$ cat config.mk
export PLATFORM = sky130hd
export DESIGN_NAME = spim_control
export DESIGN_NICKNAME = d
export VERILOG_FILES = /design/src/verilog/spim_pkg.sv /design/src/verilog/spim_stream_if.sv /design/src/verilog/spim_fifo.sv /design/src/verilog/spim_ring_mem.sv /design/src/verilog/spim_control.sv
export SDC_FILE = /design/constraint.sdc
export NUM_CORES = 1
export LEC_CHECK = 0
export BUFFER_PORTS_ARGS = -buffer_cell sky130_fd_sc_hd__buf_4
export CORE_MARGIN = 5
export CORE_UTILIZATION = 61
export DETAILED_ROUTE_END_ITERATION = 8
export PLACE_DENSITY = 0.9
export SLEW_MARGIN = 10
export SYNTH_ARGS = -nofsm -noshare
export SYNTH_HDL_FRONTEND = slang
export SYNTH_SLANG_ARGS = --single-unit
$ cat constraint.sdc
create_clock -name clk_i -period 4.5 [get_ports clk_i]
set_input_delay 0.45 -clock clk_i [delete_from_list [all_inputs] [get_ports clk_i]]
set_output_delay 0.45 -clock clk_i [all_outputs]
set_load 0.05 [all_outputs]
$ cat src/verilog/spim_pkg.sv
// Shared constants and types of the serial master control block.
package spim_pkg;
    // Data path geometry.
    localparam int DATA_W = 8;
    localparam int FIFO_DEPTH = 4;
    localparam int RING_AW = 3;
    localparam logic [RING_AW:0] RING_DEPTH = 4'h8;
    localparam logic [2:0] LAST_BIT = 3'h7;
    // Register offsets.
    localparam logic [7:0] ADDR_CTRL = 8'h00;
    localparam logic [7:0] ADDR_CFG = 8'h04;
    localparam logic [7:0] ADDR_MASK = 8'h08;
    localparam logic [7:0] ADDR_TXDATA = 8'h0c;
    localparam logic [7:0] ADDR_RXDATA = 8'h10;
    localparam logic [7:0] ADDR_STATUS = 8'h14;
    localparam logic [7:0] ADDR_COUNT = 8'h18;
    // Command bits of the control register; each is a one-shot action.
    localparam int CTRL_INIT = 0;
    localparam int CTRL_ACTIVATE = 1;
    localparam int CTRL_QUEUE_FLUSH = 2;
    localparam int CTRL_RX_FLUSH = 3;
    localparam int CTRL_TX_FLUSH = 4;
    localparam int CTRL_DRIVE_ON = 5;
    localparam int CTRL_DRIVE_OFF = 6;
    localparam int CTRL_LP_ENTRY = 7;
    localparam int CTRL_LP_EXIT = 8;
    // Configuration fields and reset values.
    localparam int CFG_INT_CLK = 0;
    localparam int CFG_BIDIR = 1;
    localparam int CFG_PERIOD_LSB = 8;
    localparam logic [31:0] CFG_RESET = 32'h0000_0401;
    localparam logic [15:0] MASK_INIT = 16'h0001;
    // Status bit positions; transmit byte low, receive byte high.
    localparam int ST_DONE = 0;
    localparam int ST_TX_EMPTY = 1;
    localparam int ST_TX_NOT_FULL = 2;
    localparam int ST_BYTE_DONE = 3;
    localparam int ST_IDLE = 4;
    localparam int ST_TX_INT = 7;
    localparam int ST_RX_FULL = 12;
    localparam int ST_RX_NOT_EMPTY = 13;
    localparam int ST_RX_OVERRUN = 14;
    localparam int ST_RX_INT = 15;
    localparam int COUNT_RX_LSB = 8;
    // Shift engine states.
    typedef enum logic [1:0] {
        SPIM_IDLE = 2'b01,
        SPIM_SHIFT = 2'b10
    } spim_state_type;
endpackage : spim_pkg

$ cat src/verilog/spim_stream_if.sv
// Valid and ready word stream between the block's own modules.
`timescale 1ns/1ps
interface spim_stream_if #(parameter int W = 8) ();
    logic valid;
    logic ready;
    logic [W-1:0] data;
    modport src (output valid, output data, input ready);
    modport snk (input valid, input data, output ready);
endinterface : spim_stream_if

$ cat src/verilog/spim_fifo.sv
// Small hardware queue with flush that beats any push or pop.
`timescale 1ns/1ps
module spim_fifo #(
    parameter int W = 8,
    parameter int D = 4
) (
    input wire logic clk_i,
    input wire logic rst_n_i,
    input wire logic flush_i,
    spim_stream_if.snk in_s,
    spim_stream_if.src out_s
);
    localparam int AW = $clog2(D);
    localparam logic [AW:0] FULL = D[AW:0];

    logic [W-1:0] mem [D];
    logic [AW-1:0] wptr;
    logic [AW-1:0] rptr;
    logic [AW:0] cnt;
    logic [AW:0] next_cnt;
    wire push = in_s.valid && in_s.ready;
    wire pop = out_s.valid && out_s.ready;

    // Handshake flags come straight from the occupancy count.
    assign in_s.ready = (cnt != FULL);
    assign out_s.valid = (cnt != '0);
    assign out_s.data = mem[rptr];
    assign next_cnt = flush_i ? '0 : cnt + {{AW{1'b0}}, push} - {{AW{1'b0}}, pop};

    // Pointers and count; a flush empties the queue outright.
    always_ff @(posedge clk_i or negedge rst_n_i)
    begin
        if (!rst_n_i)
        begin
            wptr <= '0;
            rptr <= '0;
            cnt <= '0;
        end
        else
        begin
            wptr <= flush_i ? '0 : wptr + AW'(push);
            rptr <= flush_i ? '0 : rptr + AW'(pop);
            cnt <= next_cnt;
        end
    end

    // Storage needs no reset; the count says what is valid.
    always_ff @(posedge clk_i)
    begin
        if (push && !flush_i)
            mem[wptr] <= in_s.data;
    end
endmodule : spim_fifo

$ cat src/verilog/spim_ring_mem.sv
// Circular buffer storage with a registered, write-bypassed read port.
`timescale 1ns/1ps
module spim_ring_mem #(
    parameter int W = 8,
    parameter int AW = 3
) (
    input wire logic clk_i,
    input wire logic rst_n_i,
    input wire logic wr_en_i,
    input wire logic [AW-1:0] wr_addr_i,
    input wire logic [W-1:0] wr_data_i,
    input wire logic [AW-1:0] rd_addr_i,
    output logic [W-1:0] rd_data_o
);
    logic [W-1:0] mem [2**AW];

    // Array write.
    always_ff @(posedge clk_i)
    begin
        if (wr_en_i)
            mem[wr_addr_i] <= wr_data_i;
    end

    // Read register; a same-cycle write to the read address is forwarded.
    always_ff @(posedge clk_i or negedge rst_n_i)
    begin
        if (!rst_n_i)
            rd_data_o <= '0;
        else if (wr_en_i && (wr_addr_i == rd_addr_i))
            rd_data_o <= wr_data_i;
        else
            rd_data_o <= mem[rd_addr_i];
    end
endmodule : spim_ring_mem

$ cat src/verilog/spim_control.sv
// Serial master with buffers, queue flushes, shared data line and start-up control.
//
// Design decisions made here: the register offsets and the strobed register port.
`timescale 1ns/1ps
module spim_control import spim_pkg::*; (
    input wire logic clk_i,
    input wire logic rst_n_i,
    input wire logic [7:0] reg_addr_i,
    input wire logic [31:0] reg_wdata_i,
    input wire logic reg_wr_i,
    input wire logic reg_rd_i,
    output logic [31:0] reg_rdata_o,
    input wire logic miso_i,
    input wire logic sdat_i,
    input wire logic ext_clk_i,
    output logic mosi_o,
    output logic sdat_o,
    output logic sdat_oe_o,
    output logic sclk_o,
    output logic ss_n_o,
    output logic event_o
);
    // One control command bit decoded from a register write.
    function automatic logic cmd(input logic wr, input logic [7:0] addr, input logic [31:0] wd, input int idx);
        return wr && (addr == ADDR_CTRL) && wd[idx];
    endfunction : cmd

    spim_stream_if #(.W(DATA_W)) txi ();
    spim_stream_if #(.W(DATA_W)) txo ();
    spim_stream_if #(.W(DATA_W)) rxi ();
    spim_stream_if #(.W(DATA_W)) rxo ();

    spim_state_type state;
    logic [31:0] cfg;
    logic [15:0] mask;
    logic [7:0] period;
    logic [7:0] div;
    logic enabled;
    logic irq_en;
    logic pending;
    logic line_drive;
    logic byte_done;
    logic spi_done;
    logic overrun;
    logic [DATA_W-1:0] sh;
    logic [2:0] bit_cnt;
    logic rx_bit;
    logic ext_prev;
    logic [2:0] s1;
    logic [2:0] s2;
    logic [2:0] s3;
    logic [2:0] lvl;
    logic [RING_AW-1:0] tx_wptr;
    logic [RING_AW-1:0] tx_rptr;
    logic [RING_AW:0] tx_cnt;
    logic [RING_AW-1:0] rx_wptr;
    logic [RING_AW-1:0] rx_rptr;
    logic [RING_AW:0] rx_cnt;
    logic [DATA_W-1:0] tx_q;
    logic [DATA_W-1:0] rx_q;

    // Command decode.
    wire c_init = cmd(reg_wr_i, reg_addr_i, reg_wdata_i, CTRL_INIT);
    wire c_act = cmd(reg_wr_i, reg_addr_i, reg_wdata_i, CTRL_ACTIVATE);
    wire c_lp_in = cmd(reg_wr_i, reg_addr_i, reg_wdata_i, CTRL_LP_ENTRY);
    wire c_lp_out = cmd(reg_wr_i, reg_addr_i, reg_wdata_i, CTRL_LP_EXIT);
    wire c_on = cmd(reg_wr_i, reg_addr_i, reg_wdata_i, CTRL_DRIVE_ON);
    wire c_off = cmd(reg_wr_i, reg_addr_i, reg_wdata_i, CTRL_DRIVE_OFF);
    wire hw_flush = cmd(reg_wr_i, reg_addr_i, reg_wdata_i, CTRL_QUEUE_FLUSH) || c_init || c_lp_out;
    wire rx_flush = cmd(reg_wr_i, reg_addr_i, reg_wdata_i, CTRL_RX_FLUSH) || c_lp_out;
    wire tx_flush = cmd(reg_wr_i, reg_addr_i, reg_wdata_i, CTRL_TX_FLUSH) || c_lp_out;
    wire rxq_flush = hw_flush || rx_flush;
    wire wr_tx = reg_wr_i && (reg_addr_i == ADDR_TXDATA);
    wire rd_rx = reg_rd_i && (reg_addr_i == ADDR_RXDATA);
    wire rd_status = reg_rd_i && (reg_addr_i == ADDR_STATUS);
    wire stat_clr = hw_flush || rd_status;

    // Bit clock: internal divider, or the qualified external clock rising edge.
    wire int_clk = cfg[CFG_INT_CLK];
    wire tick = enabled && (int_clk ? (div == period) : (lvl[2] && !ext_prev));
    wire in_bit = cfg[CFG_BIDIR] ? lvl[1] : lvl[0];
    wire shifting = (state == SPIM_SHIFT);
    wire word_end = shifting && tick && sclk_o && (bit_cnt == LAST_BIT);
    wire take = txo.valid && !hw_flush && (((state == SPIM_IDLE) && enabled) || word_end);

    // Queue hookups; the receive queue takes the finished word for one cycle.
    assign txo.ready = take;
    assign rxi.valid = word_end;
    assign rxi.data = {sh[DATA_W-2:0], rx_bit};

    // Ring movement; a full transmit ring refuses further writes.
    wire tx_push = wr_tx && (tx_cnt != RING_DEPTH) && !tx_flush;
    wire tx_move = (tx_cnt != '0) && !tx_flush && !hw_flush;
    wire rx_move = rxo.valid && (rx_cnt != RING_DEPTH) && !rx_flush;
    wire rx_pop = rd_rx && (rx_cnt != '0) && !rx_flush;
    assign txi.valid = tx_move;
    assign txi.data = tx_q;
    assign rxo.ready = rx_move;
    wire tx_go = tx_move && txi.ready;
    wire [RING_AW-1:0] next_tx_rptr = tx_flush ? '0 : tx_rptr + RING_AW'(tx_go);
    wire [RING_AW-1:0] next_tx_wptr = tx_flush ? '0 : tx_wptr + RING_AW'(tx_push);
    wire [RING_AW-1:0] next_rx_rptr = rx_flush ? '0 : rx_rptr + RING_AW'(rx_pop);
    wire [RING_AW-1:0] next_rx_wptr = rx_flush ? '0 : rx_wptr + RING_AW'(rx_move);
    wire [RING_AW:0] next_tx_cnt = tx_flush ? '0 : tx_cnt + {{RING_AW{1'b0}}, tx_push} - {{RING_AW{1'b0}}, tx_go};
    wire [RING_AW:0] next_rx_cnt = rx_flush ? '0 : rx_cnt + {{RING_AW{1'b0}}, rx_move} - {{RING_AW{1'b0}}, rx_pop};

    // Status word: live queue flags plus sticky event bits.
    wire [15:0] status_word = {pending, overrun, rxo.valid, !rxi.ready, 4'h0, pending, 2'h0, state == SPIM_IDLE,
                               byte_done, txi.ready, !txo.valid, spi_done};
    wire [31:0] count_word = {20'h0, rx_cnt, 4'h0, tx_cnt};
    wire [31:0] rd_word = (reg_addr_i == ADDR_CFG) ? cfg :
                          (reg_addr_i == ADDR_MASK) ? {16'h0, mask} :
                          (reg_addr_i == ADDR_RXDATA) ? {24'h0, rx_q} :
                          (reg_addr_i == ADDR_STATUS) ? {16'h0, status_word} :
                          (reg_addr_i == ADDR_COUNT) ? count_word : 32'h0;

    spim_fifo #(.W(DATA_W), .D(FIFO_DEPTH)) u_tx_fifo (
        .clk_i(clk_i), .rst_n_i(rst_n_i), .flush_i(hw_flush), .in_s(txi), .out_s(txo));
    spim_fifo #(.W(DATA_W), .D(FIFO_DEPTH)) u_rx_fifo (
        .clk_i(clk_i), .rst_n_i(rst_n_i), .flush_i(rxq_flush), .in_s(rxi), .out_s(rxo));
    spim_ring_mem #(.W(DATA_W), .AW(RING_AW)) u_tx_ring (
        .clk_i(clk_i), .rst_n_i(rst_n_i), .wr_en_i(tx_push), .wr_addr_i(tx_wptr),
        .wr_data_i(reg_wdata_i[DATA_W-1:0]), .rd_addr_i(next_tx_rptr), .rd_data_o(tx_q));
    spim_ring_mem #(.W(DATA_W), .AW(RING_AW)) u_rx_ring (
        .clk_i(clk_i), .rst_n_i(rst_n_i), .wr_en_i(rx_move), .wr_addr_i(rx_wptr),
        .wr_data_i(rxo.data), .rd_addr_i(next_rx_rptr), .rd_data_o(rx_q));

    // Pin synchronisers; a new level counts once the last two stages agree.
    wire [2:0] pin_raw = {ext_clk_i, sdat_i, miso_i};
    generate
        for (genvar g = 0; g < 3; g++)
        begin : g_sync
            always_ff @(posedge clk_i or negedge rst_n_i)
            begin
                if (!rst_n_i)
                    {s1[g], s2[g], s3[g], lvl[g]} <= 4'h0;
                else
                begin
                    s1[g] <= pin_raw[g];
                    s2[g] <= s1[g];
                    s3[g] <= s2[g];
                    lvl[g] <= (s2[g] == s3[g]) ? s3[g] : lvl[g];
                end
            end
        end
    endgenerate

    // Configuration, mask, enables and the read register.
    always_ff @(posedge clk_i or negedge rst_n_i)
    begin
        if (!rst_n_i)
        begin
            cfg <= CFG_RESET;
            mask <= MASK_INIT;
            period <= CFG_RESET[CFG_PERIOD_LSB+:8];
            enabled <= 1'b0;
            irq_en <= 1'b0;
            reg_rdata_o <= 32'h0;
        end
        else
        begin
            if (reg_wr_i && (reg_addr_i == ADDR_CFG))
                cfg <= reg_wdata_i;
            if (c_init)
                mask <= MASK_INIT;
            else if (reg_wr_i && (reg_addr_i == ADDR_MASK))
                mask <= reg_wdata_i[15:0];
            if (c_init)
                period <= cfg[CFG_PERIOD_LSB+:8];
            enabled <= (c_act || c_lp_out) ? 1'b1 : (c_lp_in ? 1'b0 : enabled);
            irq_en <= (c_act || c_lp_out) ? 1'b1 : (c_lp_in ? 1'b0 : irq_en);
            reg_rdata_o <= reg_rd_i ? rd_word : 32'h0;
        end
    end

    // Sticky events, where a setting event beats a clear, and the pending flag, where a clear beats a setting event.
    always_ff @(posedge clk_i or negedge rst_n_i)
    begin
        if (!rst_n_i)
        begin
            byte_done <= 1'b0;
            spi_done <= 1'b0;
            overrun <= 1'b0;
            pending <= 1'b0;
            event_o <= 1'b0;
        end
        else
        begin
            byte_done <= word_end || (byte_done && !stat_clr);
            spi_done <= (word_end && !txo.valid) || (spi_done && !stat_clr);
            overrun <= (word_end && !rxi.ready) || (overrun && !stat_clr);
            pending <= !(c_act || hw_flush || rd_status) && (pending || ((status_word & mask) != 16'h0));
            event_o <= pending && irq_en;
        end
    end

    // Ring pointers and counts.
    always_ff @(posedge clk_i or negedge rst_n_i)
    begin
        if (!rst_n_i)
        begin
            tx_wptr <= '0;
            tx_rptr <= '0;
            tx_cnt <= '0;
            rx_wptr <= '0;
            rx_rptr <= '0;
            rx_cnt <= '0;
        end
        else
        begin
            tx_wptr <= next_tx_wptr;
            tx_rptr <= next_tx_rptr;
            tx_cnt <= next_tx_cnt;
            rx_wptr <= next_rx_wptr;
            rx_rptr <= next_rx_rptr;
            rx_cnt <= next_rx_cnt;
        end
    end

    // Shared line direction (the block starts out receiving), bit divider and external edge history.
    // The divider rests outside a word, so the first serial rise comes a full half-bit after select.
    always_ff @(posedge clk_i or negedge rst_n_i)
    begin
        if (!rst_n_i)
            {line_drive, sdat_oe_o, div, ext_prev} <= 11'h0;
        else
        begin
            line_drive <= c_on ? 1'b1 : (c_off ? 1'b0 : line_drive);
            sdat_oe_o <= cfg[CFG_BIDIR] && line_drive;
            div <= (!enabled || !int_clk || !shifting || (div == period)) ? 8'h0 : div + 8'h1;
            ext_prev <= lvl[2];
        end
    end

    // Shift engine, clock mode 0: sample on the rising edge, shift on the falling one.
    always_ff @(posedge clk_i or negedge rst_n_i)
    begin
        if (!rst_n_i)
        begin
            state <= SPIM_IDLE;
            sh <= '0;
            bit_cnt <= 3'h0;
            rx_bit <= 1'b0;
            sclk_o <= 1'b0;
            ss_n_o <= 1'b1;
        end
        else
        begin
            case (state)
                SPIM_IDLE:
                begin
                    if (take)
                    begin
                        sh <= txo.data;
                        bit_cnt <= 3'h0;
                        ss_n_o <= 1'b0;
                        state <= SPIM_SHIFT;
                    end
                end
                SPIM_SHIFT:
                begin
                    if (!enabled)
                    begin
                        sclk_o <= 1'b0;
                        ss_n_o <= 1'b1;
                        state <= SPIM_IDLE;
                    end
                    else if (tick && !sclk_o)
                    begin
                        sclk_o <= 1'b1;
                        rx_bit <= in_bit;
                    end
                    else if (tick)
                    begin
                        sclk_o <= 1'b0;
                        bit_cnt <= bit_cnt + 3'h1;
                        sh <= take ? txo.data : {sh[DATA_W-2:0], rx_bit};
                        if (word_end && !take)
                        begin
                            ss_n_o <= 1'b1;
                            state <= SPIM_IDLE;
                        end
                    end
                end
                default:
                    state <= SPIM_IDLE;
            endcase
        end
    end

    assign mosi_o = sh[DATA_W-1];
    assign sdat_o = sh[DATA_W-1];
endmodule : spim_control

Word level (Yosys, flattened, before mapping)
Memory sizes are Yosys's and may differ from the RTL's. A register that Yosys moved wholly into a read port is not among the register bits.
Cells that the tools add are included.
W data, S select, Z words.
- register bits after elaboration: 167
- latch bits: 0
- bits in writable memories: 192
- memory bits (read-only): 0
- bits of input ports: 47
- word-level logic and storage cells: 248
- memories kept: 4
- add/sub/neg operators: 18
- $mul: 0
- div/mod/pow operators: 0
- $lt $le $gt $ge: 0
- eq/ne operators: 25
- shift-type cells: 0
- multiplexer cells: 61
- bitwise gates (word level): 1
- reductions and logical operators: 95
- memories (memory ; depth ; bits a word ; rd ports ; clocked after memory_dff ; write ports ; line ; source):
    u_rx_ring.mem ; 8 ; 8 ; 1 ; 1 ; 1 ; spim_ring_mem.sv:15 ; logic [W-1:0] mem [2**AW];
    u_tx_ring.mem ; 8 ; 8 ; 1 ; 1 ; 1 ; spim_ring_mem.sv:15 ;
    u_rx_fifo.mem ; 4 ; 8 ; 1 ; 0 ; 1 ; spim_fifo.sv:16 ; logic [W-1:0] mem [D];
    u_tx_fifo.mem ; 4 ; 8 ; 1 ; 0 ; 1 ; spim_fifo.sv:16 ;
- operators with widths (cell ; number):
    $mux W16 ; 5
    $mux W32 ; 2
    $mux W8 ; 6
    $logic_and A1 B1 Y1 ; 47
    $mux W3 ; 10
    $eq A8 B5 Y1 const B ; 3
    $mux W1 ; 22
    $add A3 B1 Y3 ; 6
    $mux W2 ; 9
    $logic_or A1 B1 Y1 ; 17
    $and A16 B16 Y16 ; 1
    $eq A8 B4 Y1 const B ; 2
    $logic_not A1 Y1 ; 16
    $pmux W8 S2 ; 1
    $reduce_bool A16 Y1 ; 1
    $mux W12 ; 1
    $ne A3 B3 Y1 const B ; 4
    $reduce_and A5 Y1 ; 2
    $add A2 B1 Y2 ; 4
    $add A4 B1 Y4 ; 2
    $add A8 B1 Y8 const B ; 1
    $eq A8 B3 Y1 const B ; 1
    $eq A8 B8 Y1 ; 1
    $logic_not A8 Y1 ; 1
    21 further kinds ; 35

Logic depth before layout (Yosys ltp)
Gate-level depths: netlist (run 1).
- word-level depth: 16
- depth in mapped cells: 15
- depth with buffers taken out: 14

Cells and area by module
Synthesis (run 1) repeated with hierarchy kept, for this count alone.
- cells, all modules: 1023
- area, all modules: 15937.8 um2
- modules (own cells, without submodules) (module ; instances ; cells an instance ; area an instance (um2) ; seq. area each (um2)):
    spim_control ; 1 ; 613 ; 7074.3 ; 3836.2
    spim_ring_mem ; 2 ; 126 ; 2841.5 ; 2122.0
    spim_fifo ; 2 ; 79 ; 1590.3 ; 1136.1

Worst setup path before layout (run 1)
Ideal clock, no wire load.
- kind: input to register
- from: input port reg_addr_i[2]
- to: register u_tx_ring.rd_data_o[0] (read register of u_tx_ring.mem)
- library setup time: 0.125 ns
- data arrival time: 3.937 ns
- required time: 4.375 ns
- path slack: 0.438 ns
- stages: 15
- path buffers: 4
- cell sequence: buf_6 -> or4_4 -> buf_6 -> nor4_4 -> buf_2 -> nor3_1 -> ha_1 -> ha_1 -> xor2_1 -> o41a_1 -> clkbuf_1 -> nand2_1 -> o21ai_0 -> nand4_2 -> mux2_2
- longest elaborated chain between the ends: 10
- elaborated cells between the ends (all ways): 16
- ends and longest elaborated chain (item ; line ; source):
    start: declaration ; spim_control.sv:8 ; input wire logic [7:0] reg_addr_i,
    $logic_not A8 Y1 * ; spim_control.sv:25 ; return wr && (addr == ADDR_CTRL) && wd[idx];
    $logic_and A1 B1 Y1 * ; spim_control.sv:25 ;
    $logic_and A1 B1 Y1 ; spim_control.sv:25 ;
    $logic_or A1 B1 Y1 (on tied branches) ; spim_control.sv:71, spim_control.sv:69 ;
    $logic_not A1 Y1 or $logic_or A1 B1 Y1 (tied branches) ; spim_control.sv:93, spim_control.sv:69 ;
    $logic_and A1 B1 Y1 or $logic_not A1 Y1 (tied branches) ; spim_control.sv:93 ; wire tx_move = (tx_cnt != '0) && !tx_flush && !hw_flush;
    $logic_and A1 B1 Y1 ; spim_control.sv:93 ;
    $logic_and A1 B1 Y1 ; spim_control.sv:99 ; wire tx_go = tx_move && txi.ready;
    $add A3 B1 Y3 ; spim_control.sv:100 ; wire [RING_AW-1:0] next_tx_rptr = tx_flush ? '0 : tx_rptr + RING_AW'(tx_go);
    $mux W3 * ; spim_control.sv:100 ;
    named net next_tx_rptr[2] ; spim_control.sv:100 ;
    end: declaration ; spim_ring_mem.sv:13 ; output logic [W-1:0] rd_data_o
Mark *: on every way through the listed nets, which the timed path passes. The rest lies on a longest branch.
A chain may end at the register's enable or synchronous reset.

Worst setup path after layout (run 1)
- from: register period[2]
- to: register u_tx_fifo.cnt[2]
- longest elaborated chain between the ends: 11
- ends and longest elaborated chain (item ; line ; source):
    start: declaration ; spim_control.sv:36 ; logic [7:0] period;
    start signal: assignment ; spim_control.sv:155 ; period <= CFG_RESET[CFG_PERIOD_LSB+:8];
    start signal: assignment ; spim_control.sv:169 ; period <= cfg[CFG_PERIOD_LSB+:8];
    $eq A8 B8 Y1 ; spim_control.sv:80 ; wire tick = enabled && (int_clk ? (div == period) : (lvl[2] && !ext_prev));
    $mux W1 ; spim_control.sv:80 ;
    $logic_and A1 B1 Y1 ; spim_control.sv:80 ;
    $logic_and A1 B1 Y1 (3 in series) ; spim_control.sv:83 ; wire word_end = shifting && tick && sclk_o && (bit_cnt == LAST_BIT);
    $logic_or A1 B1 Y1 ; spim_control.sv:84 ; wire take = txo.valid && !hw_flush && (((state == SPIM_IDLE) && enabled) || word_end);
    $logic_and A1 B1 Y1 ; spim_control.sv:84 ;
    $logic_and A1 B1 Y1 ; spim_fifo.sv:22 ; wire pop = out_s.valid && out_s.ready;
    $sub A3 B1 Y3 ; spim_fifo.sv:28 ; assign next_cnt = flush_i ? '0 : cnt + {{AW{1'b0}}, push} - {{AW{1'b0}}, pop};
    $mux W3 ; spim_fifo.sv:28 ;
    named net u_tx_fifo.next_cnt[2] ; spim_fifo.sv:20 ; logic [AW:0] next_cnt;
    end signal: assignment ; spim_fifo.sv:43 ; cnt <= next_cnt;
    end: declaration ; spim_fifo.sv:19 ; logic [AW:0] cnt;
The timed path passes the listed nets, and every way through them passes these cells.

==> results of run 1 <==
layout by cell type, fill, tap and decap left out, drive strengths merged, types with 9 or more instances in the layout:
cell type	synthesis	routed
a21oi	56	56
o211ai	9	9
mux2i	20	20
edfxtp	192	192
clkbuf	42	49
ha	33	33
buf	19	118
nor3	19	19
a2111oi	9	9
nor3b	9	9
mux4	24	24
dfrtp	177	177
nand2	88	88
nor2b	23	23
nor2	66	66
mux2	72	72
and2	15	15
a31oi	15	15
o21ai	38	38
a22oi	11	11
a32oi	10	10
inv	41	44
nand3	16	16
or3	11	11
and3	23	23
xnor2	24	24
xor2	9	9
a222oi	9	9
logic make-up (layout without fill, tap and decap cells):
family,after synthesis,count (layout),synth area share [%]
AO/OA/AOI/OAI,200,200,8.40
XOR/XNOR,33,33,1.82
adder cells (fa/ha/maj),40,40,3.29
buffers and inverters,102,226,2.62
flip-flops,375,375,65.1
multiplexers,116,116,9.76
other,0,3,0
AND/OR/NAND/NOR,289,289,9.02
worst max-delay path, delay by kind of cell (launching register included):
kind | cells | cell delay (ps)
simple gates | 3 | 600
flops | 1 | 550
compound gates | 2 | 890
fa+ha+maj | 3 | 830
xor+xnor | 3 | 460
buf+inv | 3 | 270
power by group:
part,internal [mW],switching (mW),leakage (nW),total [mW]
logic,1.39,1.79,2.62,3.18
registers,4.46,0.517,4.10,4.97
clock network,1.75,1.26,0.568,3.00
stage by stage:
step                worst slack, ps  util [%]  cell area, um^2  hold slack (ps)  total power, mW
floorplan                       438         -            15900              154             7.08
global placement                605      65.7            17000              333             7.84
detailed placement              413      65.7            17000              340             8.07
CTS                             776      70.3            18200             19.3             11.1
global route                    507      70.3            18200             20.3             11.7
finish                          765      70.3            18200             25.1             11.2
area by class of cell:
type                    count  area [um^2]
clock inverters            18          184
clock buffers              48          997
diodes                      3         7.51
repair buffers            119          912
flip-flops and latches    375        10400
well taps                 335          419
multi-input cells         678         5140
fillers                  1554         7670
inverters                  41          154
synthesized netlist by cell type (4+ instances only):
cell type / number
sky130_fd_sc_hd__fa_1: 4
sky130_fd_sc_hd__a22oi_1: 11
sky130_fd_sc_hd__nor2b_1: 23
sky130_fd_sc_hd__nor3_1: 19
sky130_fd_sc_hd__a222oi_1: 9
sky130_fd_sc_hd__o211ai_1: 9
sky130_fd_sc_hd__xor2_1: 9
sky130_fd_sc_hd__and3_1: 22
sky130_fd_sc_hd__o221ai_1: 8
sky130_fd_sc_hd__a21boi_0: 7
sky130_fd_sc_hd__inv_1: 41
sky130_fd_sc_hd__mux2i_1: 20
sky130_fd_sc_hd__a2111oi_0: 8
sky130_fd_sc_hd__dfstp_2: 6
sky130_fd_sc_hd__dfrtp_1: 177
sky130_fd_sc_hd__buf_2: 6
sky130_fd_sc_hd__nor3b_1: 9
sky130_fd_sc_hd__a32oi_1: 10
sky130_fd_sc_hd__buf_1: 9
sky130_fd_sc_hd__a22o_1: 8
sky130_fd_sc_hd__a31oi_1: 15
sky130_fd_sc_hd__mux2_2: 72
sky130_fd_sc_hd__edfxtp_1: 192
sky130_fd_sc_hd__or3_1: 11
sky130_fd_sc_hd__a21oi_1: 56
sky130_fd_sc_hd__and2_1: 14
sky130_fd_sc_hd__clkbuf_1: 42
sky130_fd_sc_hd__o21ai_0: 37
sky130_fd_sc_hd__ha_1: 33
sky130_fd_sc_hd__mux4_2: 24
sky130_fd_sc_hd__nor4_1: 5
sky130_fd_sc_hd__nand3_1: 16
sky130_fd_sc_hd__nand2_1: 88
sky130_fd_sc_hd__nor2_1: 66
sky130_fd_sc_hd__xnor2_1: 24
final timing paths:
check                                   end  slack, ps       from  cells past startpoint
max                        u_tx_fifo.cnt[2]        770  period[2]                     14
min                                 cfg[16]         30    rst_n_i                      1
max reg2reg                u_tx_fifo.cnt[2]        770  period[2]                     14
min reg2reg                           s2[2]        340      s1[2]                      0
max in group asynchronous            ss_n_o       3490    rst_n_i                      2
min in group clk_i                    s1[1]         30     sdat_i                      1
layer usage:
layer	up-vias	global-route usage [%]	share of wire, %
li1	4494	-	-
met4	0	10.1	4.0
met2	611	44.6	52
met1	5209	32.7	36
met5	-	0	0
met3	114	4.96	8.0
flip-flops by register name, summed over array words and instances (netlist names), 4 cells and up:
name,flops
cfg,32
div,8
mask,16
period,8
reg_rdata_o,32
rx_cnt,4
sh,8
tx_cnt,4
u_rx_fifo.mem,32
u_rx_ring.mem,64
u_rx_ring.rd_data_o,8
u_tx_fifo.mem,32
u_tx_ring.mem,64
u_tx_ring.rd_data_o,8
==> results list, run 1 <==
- Highest ir drop seen on vdd: 563 uV
* Remaining number of nets flagged by the antenna check after routing: 0
- Crit path required time: 4890 ps
* Placer congestion estimate: 0.927
- For the pin with the worst max-slew slack, the measured transition is 1180 ps.
- Largest fanout on the critical path: 16
- Pwr/cell area: 614 nW/um^2
- Counting every net in the synthesized netlist gives 1239.
* Clock sink count: 375
- The worst setup path is captured at a register.
- TritonCTS buffer count: 36
- Buffers added to address setup during post-CTS repair amount to 0.
- Dividing the synthesized area by the synthesized cell count gives 13.8 um^2.
- In the routed design, unresolved DRC markers number 0.
- Area of the core: 25800 um^2
* Unrepaired setup endpoints after global routing: false
* Crit path cell chain: xnor2_1 -> nand4_1 -> o31a_1 -> nor3_1 -> inv_1 -> a21boi_0 -> ha_1 -> inv_1 -> ha_1 -> inv_1 -> fa_1 -> xor2_1 -> xnor2_1 -> nor2_1
- Cell chosen for the clock root: sky130_fd_sc_hd__clkbuf_16
- Detailed Place HPWL: 24900 um
- Wire length of the first global-routing pass: 58800 um
- The mapped netlist covers 15900 um^2.
- FP Rows: 59
- Number of pins exceeding their max-slew limit in the final report: 0
* Unique cell type count in the Yosys netlist: 65
- From synthesis to final layout, the design area changed by 14.3%.
* Clock input transition at the sequential cells of the worst setup and hold paths: 60 ps
- Hold repair after CTS inserted 0 buffers.
- Slowest-stage cell, CP: sky130_fd_sc_hd__o31a_1
- Deepest level of the CTS H-tree: 2
- Worst Hold Class: input pin to async pin
- TritonCTS clock tree: yes
* Max Cap Viol: 0
- Port buffering added 84 buffers.
- Ranked by total cell area, the synthesized netlist is headed by sky130_fd_sc_hd__edfxtp_1 (36%), sky130_fd_sc_hd__dfrtp_1 (28%), sky130_fd_sc_hd__mux2_2 (5.1%).
* Post-route insts no fill: 1617
- From bottom edge to top edge, the die measures 171 um.
- Yosys mapped a number of flops with a built-in enable equal to 192.
- Largest net degree at the start of global routing: 108
- Global router's overall resource usage: 25.9%
- Number of synthesized register bits: 375
- Share of Yosys cell area claimed by the top area cell type: 36.3%
- Dividing the final minimum period by the clock period gives 83.0%.
* Total iterations of the first detailed-routing run: 6
- # setup viols final: 0
- Initial antenna violation count: 2
- Counting stages on the worst path, the most repeated cell is sky130_fd_sc_hd__inv_1.
- Number of resized instances in the post-cts repair step: 0
- Run status: complete, no violations
- By startpoint and endpoint, the worst setup path is classified as register to register.
- No sink is reached through more buffers than the 3 on the longest clock path.
* Horiz. Die Dim: 171 um
- Per-cell via count in the routed design: 6.45
- Starting density of the core: 61.5%
* Grt total ovfl: 0
- Summing the sequential cell areas from Yosys gives 65.1% of the chip area.
* Slew HR: 20.7%
- Count of boundary I/O pins: 85
* Number of instances in the synthesized netlist: 1155
- For the final routed database, the setup TNS stands at 0 ps.
- The routed design has 38300 um of wire.
- Stage delay of the slowest cell on the critical path: 580 ps
* Arrival time of data at the critical path endpoint: 4130 ps
- Synth Flop Type: sky130_fd_sc_hd__edfxtp_1
* Fraction of registers with async set/reset: 48.8%
- Based on the critical path, the design can be clocked at up to 0.268 GHz.
* Synthesis Warnings: 0
- Clock period minus final worst setup slack: 3730 ps
- The number of global-route vias before repair was 10.5k.
- Across all layers, the routed design uses 10.4k vias.
- Detailed router's first-iteration violation count: 1261
* Floorplan die area: 29400 um^2
* Final layout net count: 1335
* Wire length per cell: 23.7 um
* Final hold violation count: 0
- Critical path startpoint category: register
* Final setup skew: 27.0 ps
- Leakage power summed over all cells: 7.30 nW
* Area leader, netlist: sky130_fd_sc_hd__edfxtp_1
* Layout cell share with drive strength beyond 1: 22.2%
* Latest clock arrival within the worst-skew pair: 530 ps
- Number of cells in the design after placement: 1548
Power figures use the tool's default switching activity.
==> run 2: changes to the inputs <==
==> constraint.sdc (replaced) <==
create_clock -name clk_i -period 3.57 [get_ports clk_i]
set_input_delay 0.357 -clock clk_i [delete_from_list [all_inputs] [get_ports clk_i]]
set_output_delay 0.357 -clock clk_i [all_outputs]
set_load 0.05 [all_outputs]
==> results list, run 2 (same netlist as run 1, synthesis figures left out) <==
* Run status: complete, no violations
- Clock-pin slew was measured on the worst setup and hold paths at 60 ps.
- Wire length per cell: 24.3 um
- Leakage power summed over all cells: 7.45 nW
* Final setup skew: 22.7 ps
* Pwr/cell area: 779 nW/um^2
- For this run, the total global-route usage over all layers was measured as 27.4%.
- The clock passes through at most 3 buffers.
* Worst slew pin tran: 1240 ps
- Instance count on the critical path: 14
* Commonest cells after routing, fill and taps aside: sky130_fd_sc_hd__edfxtp_1 (192), sky130_fd_sc_hd__dfrtp_1 (177), sky130_fd_sc_hd__buf_4 (132), sky130_fd_sc_hd__nand2_1 (88), sky130_fd_sc_hd__mux2_2 (71)
* R2R cell count: 14
- Unrepaired setup endpoints after global routing: false
- Input/output buffers: 84
* Latest clock arrival within the worst-skew pair: 530 ps
- The post-route netlist has 23.7% of its cells at a drive strength greater than 1.
- Before antenna repair, the detailed router went through 6 iterations.
- The final-report hold violation count was 0.
- For this run, the post-layout net count is 1356.
* # setup viols final: 0
- Worst slack on hold paths: 58.3 ps
- Number of pins exceeding their max-slew limit in the final report: 0
* Post-route fraction of the period consumed by the critical path: 94.0%
* # DRC: 0
- The number of antenna violations at the first check in global routing came to 0.
* Number of global-route vias before repair: 11.1k
- Largest net degree at the start of global routing: 84
* Area of the core: 25800 um^2
- The number of buffers and inverters on the critical path is 3.
* Most frequent cell on the critical path: sky130_fd_sc_hd__inv_1
- The worst setup path is of the register to register kind.
- The worst setup path is launched from a register.
- Along the worst path, the maximum fanout reaches 6.
- Detailed Place HPWL: 25500 um
* FP Rows: 59
- Max-cap violations in this run came to 0.
- Clock sink count: 375
- Grt total ovfl: 0
* Number of filler cells placed in the layout: 1476
- The worst path in the final design needs a cycle of 3360 ps, including I/O delays and setup.
* Worst Hold Class: input pin to register
- TritonCTS built the clock tree.
- Data on the critical path arrives at its endpoint at 3770 ps.
* Layout overhead on the synthesized area: 16.0%
- Deepest level of the CTS H-tree: 2
- Headroom to the max-slew limit came out at 16.4%.
- Once the floorplan was initialized, standard cells occupied 61.5% of the core.
- The library cell used most frequently in the layout, excluding fill and tap cells, is sky130_fd_sc_hd__edfxtp_1.
- The slowest stage of the critical path belongs to the cell sky130_fd_sc_hd__dfrtp_1.
- The worst hold path was traced through 2 stages.
- Die outline height: 171 um
* Detailed router's first-iteration violation count: 1370
- Broken down by cell family, the worst path's largest delay share belongs to adder cells.
- The die is 171 um wide.
- Largest registers: u_rx_ring.mem (64), u_tx_ring.mem (64)
- At the end of routability-driven placement, the weighted congestion stood at 0.901.
* Number of post-CTS setup repair buffers: 0
- In this run the count of I/O pins placed on the die edge is 85.
* Achievable clock frequency: 0.298 GHz
* Remaining number of nets flagged by the antenna check after routing: 0
- Crit path cell chain: xnor2_1 -> nand4_1 -> o31a_1 -> nor3_2 -> inv_1 -> a21boi_1 -> ha_1 -> inv_1 -> ha_1 -> inv_1 -> fa_1 -> xor2_1 -> xnor2_1 -> nor2_1
* Via count of the routed design: 10.6k
- On the worst path, the slowest cell contributes a delay of 460 ps.
- Wire length of the first global-routing pass: 62000 um
- R2R setup slack: 210 ps
* Number of cells in the design after placement: 1564
- After the flow finishes, the layout carries non-filler instances totaling 1637.
- Per-cell via count in the routed design: 6.50
- Highest ir drop seen on vdd: 502 uV
- Overall power of the completed layout: 14.4 mW
- The worst setup path is captured at a register.
- Data on the critical path is required at its endpoint by 3990 ps.
- Final wirelength: 39800 um
- Clock tree synthesis inserted a total of 37 buffers.
- Cell chosen for the clock root: sky130_fd_sc_hd__clkbuf_16
- The floorplan step defined a die boundary enclosing 29400 um^2.
## run 2: per-stage QoR
step           TNS, ps  setup slack [ps]  utilization, %  area (um^2)
6_report             0               214            71.4        18400
4_1_cts              0              52.4            71.3        18400
3_5_place_dp     -43.9             -43.9            66.4        17100
3_3_place_gp         0               117            66.4        17100
5_1_grt              0             0.977            71.4        18400
2_1_floorplan        0              34.5               -        16000
## run 2: timing repair
item | in CTS | in global routing
hold endpoints to repair | 82 | 0
gates resized for setup | 0 | 2
endpoints found under the setup margin | 0 | 1
hold buffers | 4 | 0
## run 2: routing by layer
| metal | track usage [%] | wire [um] | vias up |
|---|---|---|---|
| li1 | - | - | 4542 |
| met1 | 34.4 | 14200 | 5340 |
| met2 | 46.5 | 20500 | 611 |
| met3 | 4.99 | 3280 | 143 |
| met4 | 13.2 | 1860 | 0 |
| met5 | 0 | 0 | - |
## run 2: layout make-up
cell class	instances	area [um^2]	area share [%]
timing repair buffer	139	1080	5.88
inverter	41	154	0.834
tap	335	419	2.27
clock inverter	18	198	1.07
clock buffer	49	1040	5.65
antenna	2	5.00	0.0271
multi-input combinational	678	5190	28.1
sequential	375	10400	56.1
## run 2: worst paths after layout
| path | start | to |
|---|---|---|
| max reg2reg | div[0] | u_tx_fifo.cnt[2] |
| min in group asynchronous | rst_n_i | reg_rdata_o[18] |
| max in group asynchronous | rst_n_i | mask[0] |
| min | reg_wdata_i[26] | cfg[26] |
| max | div[0] | u_tx_fifo.cnt[2] |
| min reg2reg | s1[1] | s2[1] |
## run 2: power by group
group,switching [mW],internal [mW]
sequential,0.663,5.62
combinational,2.27,1.86
clock,1.61,2.35
==> run 3: changes to the inputs <==
--- a/config.mk
+++ b/config.mk
@@ -5,11 +5,12 @@
 export SDC_FILE = /design/constraint.sdc
 export NUM_CORES = 1
 export LEC_CHECK = 0
-export BUFFER_PORTS_ARGS = -buffer_cell sky130_fd_sc_hd__buf_4
+export CAP_MARGIN = 20
 export CORE_MARGIN = 5
-export CORE_UTILIZATION = 61
+export CORE_UTILIZATION = 63
 export DETAILED_ROUTE_END_ITERATION = 8
-export PLACE_DENSITY = 0.9
+export DONT_BUFFER_PORTS = 1
+export PLACE_DENSITY = 0.89
 export SLEW_MARGIN = 10
 export SYNTH_ARGS = -nofsm -noshare
 export SYNTH_HDL_FRONTEND = slang
==> results list, run 3 (same netlist as run 1, synthesis figures left out) <==
- Summed over all failing endpoints, the final setup total negative slack is 0 ps.
- Crit Reg-Reg Endpoint: u_tx_fifo.cnt[2]
- In this run the standard cell core region covers 25000 um^2.
* Wire length per cell: 26.8 um
- Number of cells in the design after placement: 1469
- Slew HR: 30.0%
- The max-slew violation count is 0.
- TritonCTS clock tree: yes
* Detailed Place HPWL: 24100 um
* Horiz. Die Dim: 169 um
- Number of post-CTS setup repair buffers: 0
- STA classifies the critical path startpoint as a register.
- Clock sink count: 375
- Based on the critical path, the design can be clocked at up to 0.299 GHz.
- Clock input transition at the sequential cells of the worst setup and hold paths: 70 ps
- The detailed router finished its first iteration with 1819 violations.
* FP Rows: 58
- Kind of end point of the critical path: register
* Final hold violation count: 183
- The worst register-to-register path has a depth of 14.
* Wire length of the first global-routing pass: 64900 um
- Pwr/cell area: 791 nW/um^2
- Layout cell share with drive strength beyond 1: 17.1%
* Final wirelength: 42300 um
- OpenSTA, run right after detailed placement, puts the worst setup slack at 255 ps.
* Final core utilization: 72.2%
- At the end of routability-driven placement, the weighted congestion stood at 0.888.
- The die is 169 um tall.
* Final layout net count: 1303
* Instance area after placement: 16500 um^2
- Run status: complete, but fails checks
- In this run the worst hold path is classified as input pin to async pin.
* Cell chosen for the clock root: sky130_fd_sc_hd__clkbuf_16
- Ant diodes: 0
* Grt total ovfl: 0
* Starting density of the core: 63.5%
* Startpoint of the most critical register-to-register path: div[0]
- The largest registers in the layout are u_rx_ring.mem (64), u_tx_ring.mem (64).
- Across all register-to-register paths, the minimum setup slack is 220 ps.
* Post-route insts no fill: 1577
- Cell area after layout: 18100 um^2
- Across all setup checks in the final design, the least slack found is 222 ps.
- Clock period minus final worst setup slack: 3350 ps
* Largest fanout on the critical path: 6
* Arrival time of data at the critical path endpoint: 3750 ps
- Crit path kind: register to register
- Crit path required time: 3970 ps
* Via count of the routed design: 10.8k
- Input/output buffers: 0
* Unrepaired setup endpoints after global routing: false
* Post-route fraction of the period consumed by the critical path: 93.8%
* Deepest level of the CTS H-tree: 2
- Worst slack on hold paths: -465 ps
- Floorplan die area: 28500 um^2
* Number of global-route vias before repair: 10.9k
- Power comes to 14.3 mW.
- The final reports fail on negative hold slack.
- Max Cap Viol: 0
- IR analysis of the VDD net gives a maximum drop of 618 uV.
- Leaving out fill and tap cells, the most frequent cell in the layout is sky130_fd_sc_hd__edfxtp_1.
- Latest clock arrival within the worst-skew pair: 520 ps
- Layout overhead on the synthesized area: 13.7%
- 85 I/O pins were placed.
- Number of buffers on the longest clock path: 3
- Remaining number of nets flagged by the antenna check after routing: 0
* Commonest cells after routing, fill and taps aside: sky130_fd_sc_hd__edfxtp_1 (192), sky130_fd_sc_hd__dfrtp_1 (177), sky130_fd_sc_hd__nand2_1 (88), sky130_fd_sc_hd__mux2_2 (71), sky130_fd_sc_hd__nor2_1 (66)
- Global routing consumed, over all layers together, 29.4% of the routing resources.
- The clock arrives with 27.4 ps of skew.
- For the pin with the worst max-slew slack, the measured transition is 1050 ps.
- The first detailed-routing pass took 6 iterations.
- Leakage power summed over all cells: 7.12 nW
- Clock tree synthesis inserted a total of 37 buffers.
- Entering global routing, the biggest net connects 184 pins.
- After detailed routing, the number of remaining DRC violations is 0.
- Dividing the detail-routed via count by the number of cells gives 6.83.
- # setup viols final: 0
- Initial antenna violation count: 0
==> run 3: routing by layer <==
metal	up-vias	part of all wire (%)	routed length, um	GRT usage [%]
met2	889	50	21000	49.3
met3	185	11	4450	5.91
met4	0	5.6	2350	11.7
met5	-	0	0	0
met1	5287	34	14500	38.1
li1	4412	-	-	-
==> run 3: what timing repair did <==
item,CTS,global route
resized for setup,0,1
endpoints found under the hold margin,297,194
hold buffers,33,8
setup endpoints to repair,0,1
==> run 3: where the power goes <==
part,internal (mW),total (mW),switching [mW]
Combinational,1.81,4.02,2.21
Sequential,5.62,6.35,0.737
Clock,2.28,3.93,1.64
==> run 3: cell type report <==
type / instances / area [um^2]
multi-input cells: 678 / 5180
well taps: 330 / 413
clock buffers: 54 / 1050
fillers: 1356 / 6960
repair buffers: 86 / 781
flip-flops and latches: 375 / 10400
inverters: 41 / 154
clock inverters: 13 / 149
==> run 3: critical path: stages, from the launching register on <==
cell,delay [ps]
sky130_fd_sc_hd__dfrtp_1,460
sky130_fd_sc_hd__xnor2_1,220
sky130_fd_sc_hd__nand4_1,230
sky130_fd_sc_hd__o31a_1,420
sky130_fd_sc_hd__nor3_1,270
sky130_fd_sc_hd__inv_1,140
sky130_fd_sc_hd__a21boi_1,210
sky130_fd_sc_hd__ha_1,270
sky130_fd_sc_hd__inv_1,60
sky130_fd_sc_hd__ha_1,140
sky130_fd_sc_hd__inv_1,60
sky130_fd_sc_hd__fa_1,400
sky130_fd_sc_hd__xor2_1,170
sky130_fd_sc_hd__xnor2_1,130
sky130_fd_sc_hd__nor2_1,50
==> run 3: worst max-delay path by stage <==
stage	start	endpoint	slack [ps]
2_1_floorplan	reg_addr_i[5]	u_tx_ring.rd_data_o[6]	30
5_1_grt	div[0]	u_tx_fifo.cnt[2]	10
6_report	div[0]	u_tx_fifo.cnt[2]	220
3_5_place_dp	period[2]	u_tx_fifo.cnt[2]	250
3_3_place_gp	reg_addr_i[5]	u_rx_ring.rd_data_o[5]	270
4_1_cts	period[2]	u_tx_fifo.cnt[2]	180
